## config.mk

```make
export PLATFORM = sky130hd
export DESIGN_NAME = rcpc_top
export DESIGN_NICKNAME = d
export VERILOG_FILES = /design/src/rtl/rcpc_sync.v /design/src/rtl/rcpc_lock_fsm.v /design/src/rtl/rcpc_top.v
export VERILOG_INCLUDE_DIRS = /design/src /design/src/rtl
export SDC_FILE = /design/constraint.sdc
export NUM_CORES = 1
export LEC_CHECK = 0
export ABC_AREA = 1
export BUFFER_PORTS_ARGS = -buffer_cell sky130_fd_sc_hd__buf_2
export CAP_MARGIN = 25
export CORE_MARGIN = 10
export CORE_UTILIZATION = 55
export CTS_BUF_LIST = sky130_fd_sc_hd__clkbuf_4
export DETAILED_ROUTE_END_ITERATION = 10
export MAX_ROUTING_LAYER = met4
export PLACE_DENSITY = 0.86
export SLEW_MARGIN = 20
export SYNTH_ARGS = -nofsm -noshare
export SYNTH_HDL_FRONTEND = slang
export SYNTH_SLANG_ARGS = --single-unit
```

## constraint.sdc

```tcl
create_clock -name pclk -period 2.2 [get_ports pclk]
set_clock_uncertainty 0.1 [all_clocks]
set_input_delay 0.33 -clock pclk [delete_from_list [all_inputs] [get_ports pclk]]
set_output_delay 0.33 -clock pclk [all_outputs]
set_load 0.02 [all_outputs]
```

## src/rtl/rcpc_defs.vh

```
// Constants for the reclocker output path control block
`ifndef RCPC_DEFS_VH
`define RCPC_DEFS_VH

// Register byte offsets
`define RCPC_OFF_CTRL 12'h000
`define RCPC_OFF_STATUS 12'h004
`define RCPC_OFF_INT_STATUS 12'h008
`define RCPC_OFF_INT_MASK 12'h00C

// Control register fields
`define RCPC_CTRL_SW_OVR 0
`define RCPC_CTRL_UNLOCK_PT 1
`define RCPC_CTRL_FORCED_PT 2
`define RCPC_CTRL_SILENCE_N 3
`define RCPC_CTRL_BW_BOOST_N 4
`define RCPC_CTRL_SEL_LO 5
`define RCPC_CTRL_SEL_HI 6
`define RCPC_CTRL_W 7
// Pull defaults: passthrough on, forced off, not silenced, low bandwidth, input 0
`define RCPC_CTRL_RST 7'h1A

// Status register fields
`define RCPC_ST_LOCKED 0
`define RCPC_ST_SD 1
`define RCPC_ST_BYPASS 2
`define RCPC_ST_MUTED 3
`define RCPC_ST_RATE_LO 4
`define RCPC_ST_RATE_HI 6

// Interrupt fields
`define RCPC_INT_LOCK_GAIN 0
`define RCPC_INT_LOCK_LOSS 1
`define RCPC_INT_RATE_CHG 2
`define RCPC_INT_W 3
`define RCPC_INT_MASK_RST 3'h0

// Rate code of the high-definition range
`define RCPC_RATE_HD 3'h5

// Synchroniser reset values: pins at pull defaults, lanes idle
`define RCPC_PIN_SYNC_RST 9'h068
`define RCPC_FREQ_SYNC_RST 15'h7FFF
`define RCPC_LANE_P_RST 4'h0
`define RCPC_LANE_N_RST 4'hF
`define RCPC_RT_RST 2'h1

// Frequency tolerances in ppm
`define RCPC_LOCK_PPM 12'd2000
`define RCPC_UNLOCK_PPM 12'd3000

`endif

```

## src/rtl/rcpc_sync.v

```verilog
// Two-stage synchroniser, one chain per bit
`timescale 1ns/1ps
module rcpc_sync #(
    parameter W = 1,
    parameter [W-1:0] RST = {W{1'b0}}
) (
    input wire pclk,
    input wire presetn,
    input wire [W-1:0] d,
    output wire [W-1:0] q
);
    genvar i;
    generate
        for (i = 0; i < W; i = i + 1)
        begin : g_bit
            reg s1_q;
            reg s2_q;
            always @(posedge pclk or negedge presetn)
            begin
                if (!presetn)
                begin
                    s1_q <= RST[i];
                    s2_q <= RST[i];
                end
                else
                begin
                    s1_q <= d[i];
                    s2_q <= s1_q;
                end
            end
            assign q[i] = s2_q;
        end
    endgenerate
endmodule // rcpc_sync

```

## src/rtl/rcpc_lock_fsm.v

```verilog
// Lock acquisition state machine with hysteresis
`timescale 1ns/1ps
`include "rcpc_defs.vh"
module rcpc_lock_fsm (
    input wire pclk,
    input wire presetn,
    input wire signal_present,
    input wire [11:0] freq_err_ppm,
    output wire locked,
    output wire fll_enable
);
    localparam ST_ACQ = 1'b0;
    localparam ST_LOCK = 1'b1;
    reg state_q;
    reg state_d;

    always @*
    begin
        state_d = state_q;
        case (state_q)
            ST_ACQ:
            begin
                if (signal_present && freq_err_ppm <= `RCPC_LOCK_PPM)
                    state_d = ST_LOCK;
            end
            ST_LOCK:
            begin
                if (!signal_present || freq_err_ppm > `RCPC_UNLOCK_PPM)
                    state_d = ST_ACQ;
            end
            default:
                state_d = ST_ACQ;
        endcase
    end

    always @(posedge pclk or negedge presetn)
    begin
        if (!presetn)
            state_q <= ST_ACQ;
        else
            state_q <= state_d;
    end

    assign locked = state_q;
    assign fll_enable = ~state_q;
endmodule // rcpc_lock_fsm

```

## src/rtl/rcpc_top.v

```verilog
// Reclocker output path control: lock, rate flag, output source and bandwidth
//
// The placing of the registers and the APB slave port are this design's own decisions.
`timescale 1ns/1ps
`include "rcpc_defs.vh"
module rcpc_top (
    input wire pclk,
    input wire presetn,
    input wire psel,
    input wire penable,
    input wire pwrite,
    input wire [11:0] paddr,
    input wire [31:0] pwdata,
    output reg [31:0] prdata,
    output reg pready,
    output reg pslverr,
    output reg irq,
    input wire pins_connected,
    input wire unlock_passthrough_en,
    input wire forced_passthrough,
    input wire output_silence_n,
    input wire loop_bw_boost_n,
    input wire [1:0] input_choice,
    input wire signal_present,
    input wire [11:0] freq_err_ppm,
    input wire [2:0] locked_rate,
    input wire [3:0] serial_in_p,
    input wire [3:0] serial_in_n,
    input wire retimed_p,
    input wire retimed_n,
    output reg retime_feed_p,
    output reg retime_feed_n,
    output reg serial_out_p,
    output reg serial_out_n,
    output reg lock_indicator_n,
    output reg sd_rate_flag,
    output reg loop_bw_high,
    output reg fll_enable
);
    ////////////////////////////////////////////////////////////////////////
    // Input synchronisers
    wire pins_conn_s;
    wire unlock_pt_s;
    wire forced_pt_s;
    wire silence_n_s;
    wire bw_boost_n_s;
    wire [1:0] choice_s;
    wire sig_present_s;
    wire [11:0] ferr_s;
    wire [2:0] rate_s;
    wire [8:0] ctrl_pins_s;
    wire [3:0] lane_p_s;
    wire [3:0] lane_n_s;
    wire rt_p_s;
    wire rt_n_s;

    rcpc_sync #(.W(9), .RST(`RCPC_PIN_SYNC_RST)) u_sync_ctrl (
        .pclk(pclk),
        .presetn(presetn),
        .d({input_choice, loop_bw_boost_n, output_silence_n, forced_passthrough,
            unlock_passthrough_en, pins_connected, signal_present, 1'b0}),
        .q(ctrl_pins_s)
    );
    assign choice_s = ctrl_pins_s[8:7];
    assign bw_boost_n_s = ctrl_pins_s[6];
    assign silence_n_s = ctrl_pins_s[5];
    assign forced_pt_s = ctrl_pins_s[4];
    assign unlock_pt_s = ctrl_pins_s[3];
    assign pins_conn_s = ctrl_pins_s[2];
    assign sig_present_s = ctrl_pins_s[1];

    // Frequency error is slow-moving; a torn sample can delay lock, or drop lock for a cycle while locked
    rcpc_sync #(.W(15), .RST(`RCPC_FREQ_SYNC_RST)) u_sync_freq (
        .pclk(pclk),
        .presetn(presetn),
        .d({locked_rate, freq_err_ppm}),
        .q({rate_s, ferr_s})
    );

    // Lane data is not timed to pclk; same two stages as the pins
    rcpc_sync #(.W(4), .RST(`RCPC_LANE_P_RST)) u_sync_lane_p (
        .pclk(pclk),
        .presetn(presetn),
        .d(serial_in_p),
        .q(lane_p_s)
    );

    rcpc_sync #(.W(4), .RST(`RCPC_LANE_N_RST)) u_sync_lane_n (
        .pclk(pclk),
        .presetn(presetn),
        .d(serial_in_n),
        .q(lane_n_s)
    );

    rcpc_sync #(.W(2), .RST(`RCPC_RT_RST)) u_sync_rt (
        .pclk(pclk),
        .presetn(presetn),
        .d({retimed_p, retimed_n}),
        .q({rt_p_s, rt_n_s})
    );

    ////////////////////////////////////////////////////////////////////////
    // Registers
    reg [`RCPC_CTRL_W-1:0] ctrl_q;
    reg [`RCPC_INT_W-1:0] int_st_q;
    reg [`RCPC_INT_W-1:0] int_st_d;
    reg [`RCPC_INT_W-1:0] int_mask_q;
    reg locked_d1_q;
    reg [2:0] rate_q;
    wire locked;
    wire fll_en;
    wire acc;
    wire wr_en;
    wire [`RCPC_INT_W-1:0] events;
    reg [31:0] rdata_d;
    reg addr_ok;

    rcpc_lock_fsm u_lock (
        .pclk(pclk),
        .presetn(presetn),
        .signal_present(sig_present_s),
        .freq_err_ppm(ferr_s),
        .locked(locked),
        .fll_enable(fll_en)
    );

    ////////////////////////////////////////////////////////////////////////
    // Effective control values
    reg eff_unlock_pt;
    reg eff_forced_pt;
    reg eff_silence_n;
    reg eff_bw_boost_n;
    reg [1:0] eff_choice;

    always @*
    begin
        if (ctrl_q[`RCPC_CTRL_SW_OVR] || !pins_conn_s)
        begin
            eff_unlock_pt = ctrl_q[`RCPC_CTRL_UNLOCK_PT];
            eff_forced_pt = ctrl_q[`RCPC_CTRL_FORCED_PT];
            eff_silence_n = ctrl_q[`RCPC_CTRL_SILENCE_N];
            eff_bw_boost_n = ctrl_q[`RCPC_CTRL_BW_BOOST_N];
            eff_choice = ctrl_q[`RCPC_CTRL_SEL_HI:`RCPC_CTRL_SEL_LO];
        end
        else
        begin
            eff_unlock_pt = unlock_pt_s;
            eff_forced_pt = forced_pt_s;
            eff_silence_n = silence_n_s;
            eff_bw_boost_n = bw_boost_n_s;
            eff_choice = choice_s;
        end
    end

    ////////////////////////////////////////////////////////////////////////
    // Data path selection
    reg sel_p;
    reg sel_n;
    reg bypass;

    always @*
    begin
        case (eff_choice)
            2'h0:
            begin
                sel_p = lane_p_s[0];
                sel_n = lane_n_s[0];
            end
            2'h1:
            begin
                sel_p = lane_p_s[1];
                sel_n = lane_n_s[1];
            end
            2'h2:
            begin
                sel_p = lane_p_s[2];
                sel_n = lane_n_s[2];
            end
            default:
            begin
                sel_p = lane_p_s[3];
                sel_n = lane_n_s[3];
            end
        endcase
        bypass = eff_forced_pt | (eff_unlock_pt & ~locked);
    end

    always @(posedge pclk or negedge presetn)
    begin
        if (!presetn)
        begin
            retime_feed_p <= 1'b0;
            retime_feed_n <= 1'b1;
            serial_out_p <= 1'b0;
            serial_out_n <= 1'b0;
            loop_bw_high <= 1'b0;
            fll_enable <= 1'b1;
        end
        else
        begin
            retime_feed_p <= sel_p;
            retime_feed_n <= sel_n;
            fll_enable <= fll_en;
            loop_bw_high <= ~eff_bw_boost_n;
            if (!eff_silence_n)
            begin
                serial_out_p <= 1'b0;
                serial_out_n <= 1'b0;
            end
            else if (bypass)
            begin
                serial_out_p <= sel_p;
                serial_out_n <= sel_n;
            end
            else
            begin
                serial_out_p <= rt_p_s;
                serial_out_n <= rt_n_s;
            end
        end
    end

    ////////////////////////////////////////////////////////////////////////
    // Status outputs
    always @(posedge pclk or negedge presetn)
    begin
        if (!presetn)
        begin
            lock_indicator_n <= 1'b0;
            sd_rate_flag <= 1'b1;
            locked_d1_q <= 1'b0;
            rate_q <= 3'h0;
        end
        else
        begin
            lock_indicator_n <= locked;
            locked_d1_q <= locked;
            // Flag holds last locked rate while acquiring
            if (locked)
            begin
                rate_q <= rate_s;
                sd_rate_flag <= (rate_s != `RCPC_RATE_HD);
            end
        end
    end

    ////////////////////////////////////////////////////////////////////////
    // Events and interrupt
    assign events[`RCPC_INT_LOCK_GAIN] = locked & ~locked_d1_q;
    assign events[`RCPC_INT_LOCK_LOSS] = ~locked & locked_d1_q;
    assign events[`RCPC_INT_RATE_CHG] = locked & locked_d1_q & (rate_s != rate_q);

    assign acc = psel & penable & pready;
    assign wr_en = acc & pwrite & addr_ok;

    always @*
    begin
        // Set wins over a simultaneous write-one clear
        int_st_d = int_st_q;
        if (wr_en && paddr == `RCPC_OFF_INT_STATUS)
            int_st_d = int_st_q & ~pwdata[`RCPC_INT_W-1:0];
        int_st_d = int_st_d | events;
    end

    ////////////////////////////////////////////////////////////////////////
    // APB slave: one wait state, pready from a flop
    always @*
    begin
        addr_ok = 1'b1;
        rdata_d = 32'h0000_0000;
        case (paddr)
            `RCPC_OFF_CTRL:
                rdata_d[`RCPC_CTRL_W-1:0] = ctrl_q;
            `RCPC_OFF_STATUS:
            begin
                rdata_d[`RCPC_ST_LOCKED] = locked;
                rdata_d[`RCPC_ST_SD] = sd_rate_flag;
                rdata_d[`RCPC_ST_BYPASS] = bypass;
                rdata_d[`RCPC_ST_MUTED] = ~eff_silence_n;
                rdata_d[`RCPC_ST_RATE_HI:`RCPC_ST_RATE_LO] = rate_q;
            end
            `RCPC_OFF_INT_STATUS:
                rdata_d[`RCPC_INT_W-1:0] = int_st_q;
            `RCPC_OFF_INT_MASK:
                rdata_d[`RCPC_INT_W-1:0] = int_mask_q;
            default:
                addr_ok = 1'b0;
        endcase
    end

    always @(posedge pclk or negedge presetn)
    begin
        if (!presetn)
        begin
            pready <= 1'b0;
            pslverr <= 1'b0;
            prdata <= 32'h0000_0000;
            ctrl_q <= `RCPC_CTRL_RST;
            int_st_q <= {`RCPC_INT_W{1'b0}};
            int_mask_q <= `RCPC_INT_MASK_RST;
            irq <= 1'b0;
        end
        else
        begin
            pready <= psel & penable & ~pready;
            pslverr <= psel & penable & ~pready & ~addr_ok;
            if (psel && penable && !pready)
                prdata <= pwrite ? 32'h0000_0000 : rdata_d;
            if (wr_en && paddr == `RCPC_OFF_CTRL)
                ctrl_q <= pwdata[`RCPC_CTRL_W-1:0];
            if (wr_en && paddr == `RCPC_OFF_INT_MASK)
                int_mask_q <= pwdata[`RCPC_INT_W-1:0];
            int_st_q <= int_st_d;
            irq <= |(int_st_d & int_mask_q);
        end
    end
endmodule // rcpc_top

```

==> results.tsv, run 1 <==
metric	value	unit
status	complete, no violations	
postSynthCellCount	328	
synthXorXnorAreaFrac	0.697	%
crit_type	reg2reg	
num_antenna_cells	0	
wl_per_cell	14.8	um
hp-class	in2reg	
yosysTopAreaCell	dfstp_2	
synth.ff_latch_count	101	
synth_enable_flop_cells	0	
synthTopCellsByArea	dfstp_2, dfrtp_1, nand2_1	
grt_max_degree	68	
maxCapViolCount	0	
synth_compound_area_share	4.94	%
row_count	30	
finalHoldViolations	0	
post_drt_via_cell_ratio	4.93	
ctsHtreeMaxLevel	3	
ir_worst_vdd	0.000564	V
synthFlopType	dfstp_2	
antenna_found_initial	0	
synth_area	3770	sq um
synth_fa_ha_area_share	0	%
fp.dieH	103	um
synthArstFlopShare	100	%
synth_mux_area_share	0.597	%
cts_tree	done	
root_buffer	clkbuf_4	
drv_slew	0	
vias	2619	
drtIter0Drc	133	
grt_pass1_vias	2700	
timing.final.crit_share	75.7	%
cp_max_fo	12	
layout-drive-gt1-share	36.8	%
reg2regPathDepth	4	
seq_area	2590	sq um
tns	0	ns
cp-endpoint	ctrl_q[5]$_DFFE_PN0P_	
place_ws	0.386	ns
fin_cells	531	
grt_util_all_layers	15.5	%
synth_top_cells_by_count	nand2_1, dfstp_2, dfrtp_1	
required	2.44	ns
dp_hpwl	5300	um
power	3.28	mW
area_growth_syn_to_layout	23.4	%
max_freq	600	MHz
leakagePower	2.27	nW
yosys.cell_count.top_type	nand2_1	
clock_latency	0.44	ns
yosysSeqAreaShare	68.7	%
drc	0	
wl	7840	um
ant_nets	0	
die_w	103	um
critPathLaunchType	register	
cts_resized	0	
reg2reg_to	ctrl_q[5]$_DFFE_PN0P_	
grt_setup_unrepaired	false	
regToRegStartpoint	pready$_DFF_PN0_	
fp.dieArea	10600	sq um
synth-simple-area-share	16.9	%
yosysUniqueCellTypes	32	
io_buffers	74	
ff2ff_setup_slack	0.53	ns
synth_top_area_share	36.2	%
end_kind	register	
drtPass1Iterations	4	
grt_pass1_wl	12300	um
numClockSinks	101	
fin_crit	1.67	ns
setup_viol_count_final	0	
start_util	56.1	%
cts_made_buffers	9	
powerDensity	704	nW/um^2
syn_avg_cell_area	11.5	sq um
ios	125	
clk_path_buf_depth	2	
gp_congestion	0.888	
coreArea	6720	sq um
place_inst	479	
path_clk_slew	0.16	ns
nNetsFinal	528	
fill_cells	456	
layout_setup_ws	0.535	ns
yosysWarnings	0	
multi_input_area	967	sq um
synth_top_family_by_area	simple AND/OR/NAND/NOR gates	
crit_arrival	1.91	ns
gr-total-overflow	0	
cp-startpoint	pready$_DFF_PN0_	
-- critical path: stages (launching register included) --
cell and delay (ns):
dfrtp_1 0.41, nand2_1 0.12, nor2_1 0.27, nand3_2 0.28, mux2_1 0.39
-- layer usage --
metal | wire (um) | share of wire (%) | global-route usage [%] | vias up
met1 | 2950 | 38 | 15.9 | 1251
met4 | 122 | 1.6 | 4.92 | 0
met3 | 726 | 9.3 | 5.03 | 13
li1 | - | - | - | 1247
met5 | 0 | 0 | - | -
met2 | 4040 | 52 | 27.5 | 108
-- report_power, final --
group          internal (mW)  leakage, nW  total (mW)  switching [mW]
clock                  0.360       0.0707       0.975           0.616
combinational          0.117         1.07       0.287           0.170
sequential              1.98         1.13        2.01          0.0388
total                   2.45         2.27        3.28           0.824
-- registers in the layout (all words and copies together), names as in the netlist, 2 cells and up --
signal and count:
u_sync_rt.g_bit.s2_q 2, int_st_q 3, ctrl_q 7, u_sync_lane_n.g_bit.s1_q 4
prdata 7, u_sync_lane_p.g_bit.s2_q 4, u_sync_freq.g_bit.s1_q 15, u_sync_ctrl.g_bit.s1_q 8
u_sync_rt.g_bit.s1_q 2, int_mask_q 3, u_sync_freq.g_bit.s2_q 15, rate_q 3
u_sync_ctrl.g_bit.s2_q 8, u_sync_lane_n.g_bit.s2_q 4, u_sync_lane_p.g_bit.s1_q 4
-- timing repair --
item / in CTS / in global routing
hold buffers: 36 / 0
endpoints found under the hold margin: 53 / 0
setup buffers: 0 / 0
-- layout make-up --
cell class,count,area share [%]
timing repair buffer,111,16.2
inverter,25,2.02
sequential,101,55.7
tap,80,2.15
multi-input combinational,198,20.8
clock buffer,9,1.45
clock inverter,7,1.75
-- logic make-up (layout without fill, tap and decap cells) --
family,after synthesis,after routing
DFF,101,101
xor gates and xnor gates,3,3
muxes,2,2
other,1,25
buffers and inverters,53,152
AOI/OAI and AO/OA,35,35
and+or+nand+nor,133,133
-- placed cells by master (no fill, tap or decap), types with 2 or more instances in the layout --
cell type	instances
a21oi_1	11
buf_2	73
clkbuf_4	9
clkinvlp_4	3
conb_1	25
dfrtp_1	49
dfstp_2	52
dlygate4sd3_1	36
inv_1	17
inv_2	8
mux2_1	2
nand2_1	63
nand2_2	4
nand3_1	23
nand3b_1	2
nand4_1	3
nor2_1	22
nor2_2	4
nor3_1	3
nor3_4	3
o21ai_0	11
o21ai_1	7
o22ai_1	3
xnor2_1	3
-- how the worst min path moves through the flow --
stage,to,depth (start not counted),startpoint,slack [ns]
after floorplan,ctrl_q[0]$_DFFE_PN0P_,0,presetn,-0.07
after global placement,rate_q[1]$_DFFE_PN0P_,1,presetn,0.20
after detailed placement,locked_d1_q$_DFF_PN0_,1,presetn,0.21
after CTS,ctrl_q[4]$_DFFE_PN1P_,3,pwdata[4],0.009
after global routing,ctrl_q[4]$_DFFE_PN1P_,3,pwdata[4],0.003
final,ctrl_q[4]$_DFFE_PN1P_,3,pwdata[4],0.03
-- stage by stage --
step                      hold slack, ns  area [sq um]  utilization, %
after floorplan                  -0.0656          3860               -
after global placement             0.205          4150            61.7
after detailed placement           0.213          4150            61.7
after CTS                        0.00853          4660            69.3
after global routing             0.00346          4660            69.3
final                             0.0305          4660            69.3
Power figures use the tool's default switching activity.
==> inputs of run 2 (changes only) <==
--- a/config.mk
+++ b/config.mk
@@ -10,11 +10,11 @@
 export BUFFER_PORTS_ARGS = -buffer_cell sky130_fd_sc_hd__buf_2
 export CAP_MARGIN = 25
 export CORE_MARGIN = 10
-export CORE_UTILIZATION = 55
+export CORE_UTILIZATION = 52
 export CTS_BUF_LIST = sky130_fd_sc_hd__clkbuf_4
 export DETAILED_ROUTE_END_ITERATION = 10
 export MAX_ROUTING_LAYER = met4
-export PLACE_DENSITY = 0.86
+export PLACE_DENSITY = 0.82
 export SLEW_MARGIN = 20
 export SYNTH_ARGS = -nofsm -noshare
 export SYNTH_HDL_FRONTEND = slang
==> constraint.sdc (replaced) <==
create_clock -name pclk -period 1.7 [get_ports pclk]
set_clock_uncertainty 0.1 [all_clocks]
set_input_delay 0.255 -clock pclk [delete_from_list [all_inputs] [get_ports pclk]]
set_output_delay 0.255 -clock pclk [all_outputs]
set_load 0.02 [all_outputs]
==> run 2 against run 1 <==
Net effect: power increased by 26%; largest cell class unchanged; core utilization decreased by 0.63 points; worst hold slack improved by 0.013 ns; final area increased by 1.9%; sequential cell count unchanged; global-route usage decreased by 0.80 points; cell count increased by 4.7%; clock power increased by 18%; critical endpoint is now ctrl_q[0]$_DFFE_PN0P_.
==> results.tsv, run 2 (synthesis results as in run 1) <==
metric	value	unit
maxCapViolCount	0	
coreArea	6910	sq um
grt_pass1_vias	2791	
fin_util	68.7	%
grt_pass1_wl	13000	um
drtIter0Drc	120	
critPathLaunchType	input pin	
post_drt_via_cell_ratio	4.66	
ios	125	
post-cts-setup-buffers	0	
clk_path_buf_depth	2	
nNetsFinal	537	
max_freq	646	MHz
row_count	30	
wl_per_cell	13.7	um
path_clk_slew	0.16	ns
reg_top3	u_sync_freq.g_bit.s1_q (15), u_sync_freq.g_bit.s2_q (15)	
gr-total-overflow	0	
cp_max_fo	10	
grt_max_degree	102	
leakagePower	2.31	nW
numClockSinks	101	
timing.final.crit_share	91.0	%
layout-drive-gt1-share	36.7	%
crit_type	in2reg	
root_buffer	clkbuf_4	
final_cell_mix	buf_2, nand2_1, dfstp_2, dfrtp_1, dlygate4sd3_1	
setup_viol_count_final	0	
ant_nets	0	
required	1.93	ns
crit_arrival	1.78	ns
finalHoldViolations	0	
fp.dieH	105	um
fin_cells	556	
final_common_cell	buf_2	
ctsHtreeMaxLevel	3	
grt_setup_unrepaired	false	
gp_congestion	0.865	
tns	0	ns
grt_util_all_layers	14.7	%
end_kind	register	
antenna_found_initial	0	
hp-class	in2reg	
start_util	54.6	%
status	complete, no violations	
fp.dieArea	11100	sq um
fin_crit	1.55	ns
drv_slew	0	
wl	7640	um
vias	2589	
die_w	105	um
area_growth_syn_to_layout	25.7	%
cts_made_buffers	9	
place_inst	498	
num_antenna_cells	0	
ir_worst_vdd	0.000735	V
dp_hpwl	5190	um
powerDensity	874	nW/um^2
clock_latency	0.44	ns
cts_tree	done	
drtPass1Iterations	4	
io_buffers	74	
drc	0	
## run 2: cell count changes in the layout (fill, tap and decap cells not counted)
cell           change
clkinv_4           +1
inv_6              +1
clkinvlp_4         -2
buf_4              +3
bufinv_16          -1
inv_8              +1
dlygate4sd3_1      +6
## run 2: metrics by stage
step	hold slack [ns]	instance area [sq um]	worst slack (ns)	power (mW)
final	0.0433	4740	0.152	4.14
after floorplan	-0.141	3860	0.229	2.83
after detailed placement	0.236	4190	0.105	2.95
after CTS	0.00827	4740	0.126	4.17
after global placement	0.232	4190	0.190	2.94
after global routing	0.0344	4740	0.0414	4.35
## run 2: path summary, 6_finish.rpt
kind	start	end	slack [ns]	cells after the start
hold reg to reg	u_sync_freq.g_bit[7].s1_q$_DFF_PN1_	u_sync_freq.g_bit[7].s2_q$_DFF_PN1_	0.26	0
max in group asynchronous	presetn	u_sync_freq.g_bit[9].s1_q$_DFF_PN1_	0.82	3
hold / removal	paddr[0]	pslverr$_DFF_PN0_	0.04	3
setup reg to reg	pready$_DFF_PN0_	ctrl_q[0]$_DFFE_PN0P_	0.18	6
setup / recovery	pwrite	ctrl_q[0]$_DFFE_PN0P_	0.15	8
min in group asynchronous	presetn	u_sync_ctrl.g_bit[1].s2_q$_DFF_PN0_	0.30	3
## run 2: power by group
part           leakage [nW]  total (mW)  internal (mW)  switching [mW]
clock                0.0710        1.15          0.338           0.815
sequential             1.13        2.60           2.56          0.0443
combinational          1.11       0.389          0.163           0.226
total                  2.31        4.14           3.06            1.09
## run 2: layer usage
| layer | wire length (um) | up-vias | track usage (%) |
|---|---|---|---|
| li1 | - | 1264 | - |
| met4 | 155 | 0 | 6.08 |
| met1 | 3200 | 1201 | 16.0 |
| met5 | 0 | - | - |
| met2 | 3710 | 106 | 23.9 |
| met3 | 569 | 18 | 5.28 |
## run 2: layout make-up
cell class                      count  area [sq um]
Timing Repair Buffer              120           836
Clock inverter                      7          65.1
Clock buffer                        9          67.6
Inverter                           25          93.8
Fill cell                         490          2160
Tap cell                           96           120
Sequential cell                   101          2590
Multi-Input combinational cell    198           967
## run 2: critical path: stages
cell	delay [ns]
dlygate4sd3_1	0.52
buf_2	0.12
nand2_1	0.09
nor2_1	0.30
nand3_2	0.16
buf_4	0.20
nor2_1	0.09
a21oi_1	0.05
## run 2: repair_timing
item / CTS / global route
resized for setup: 0 / 0
hold endpoints to repair: 95 / 0
hold buffers: 42 / 0
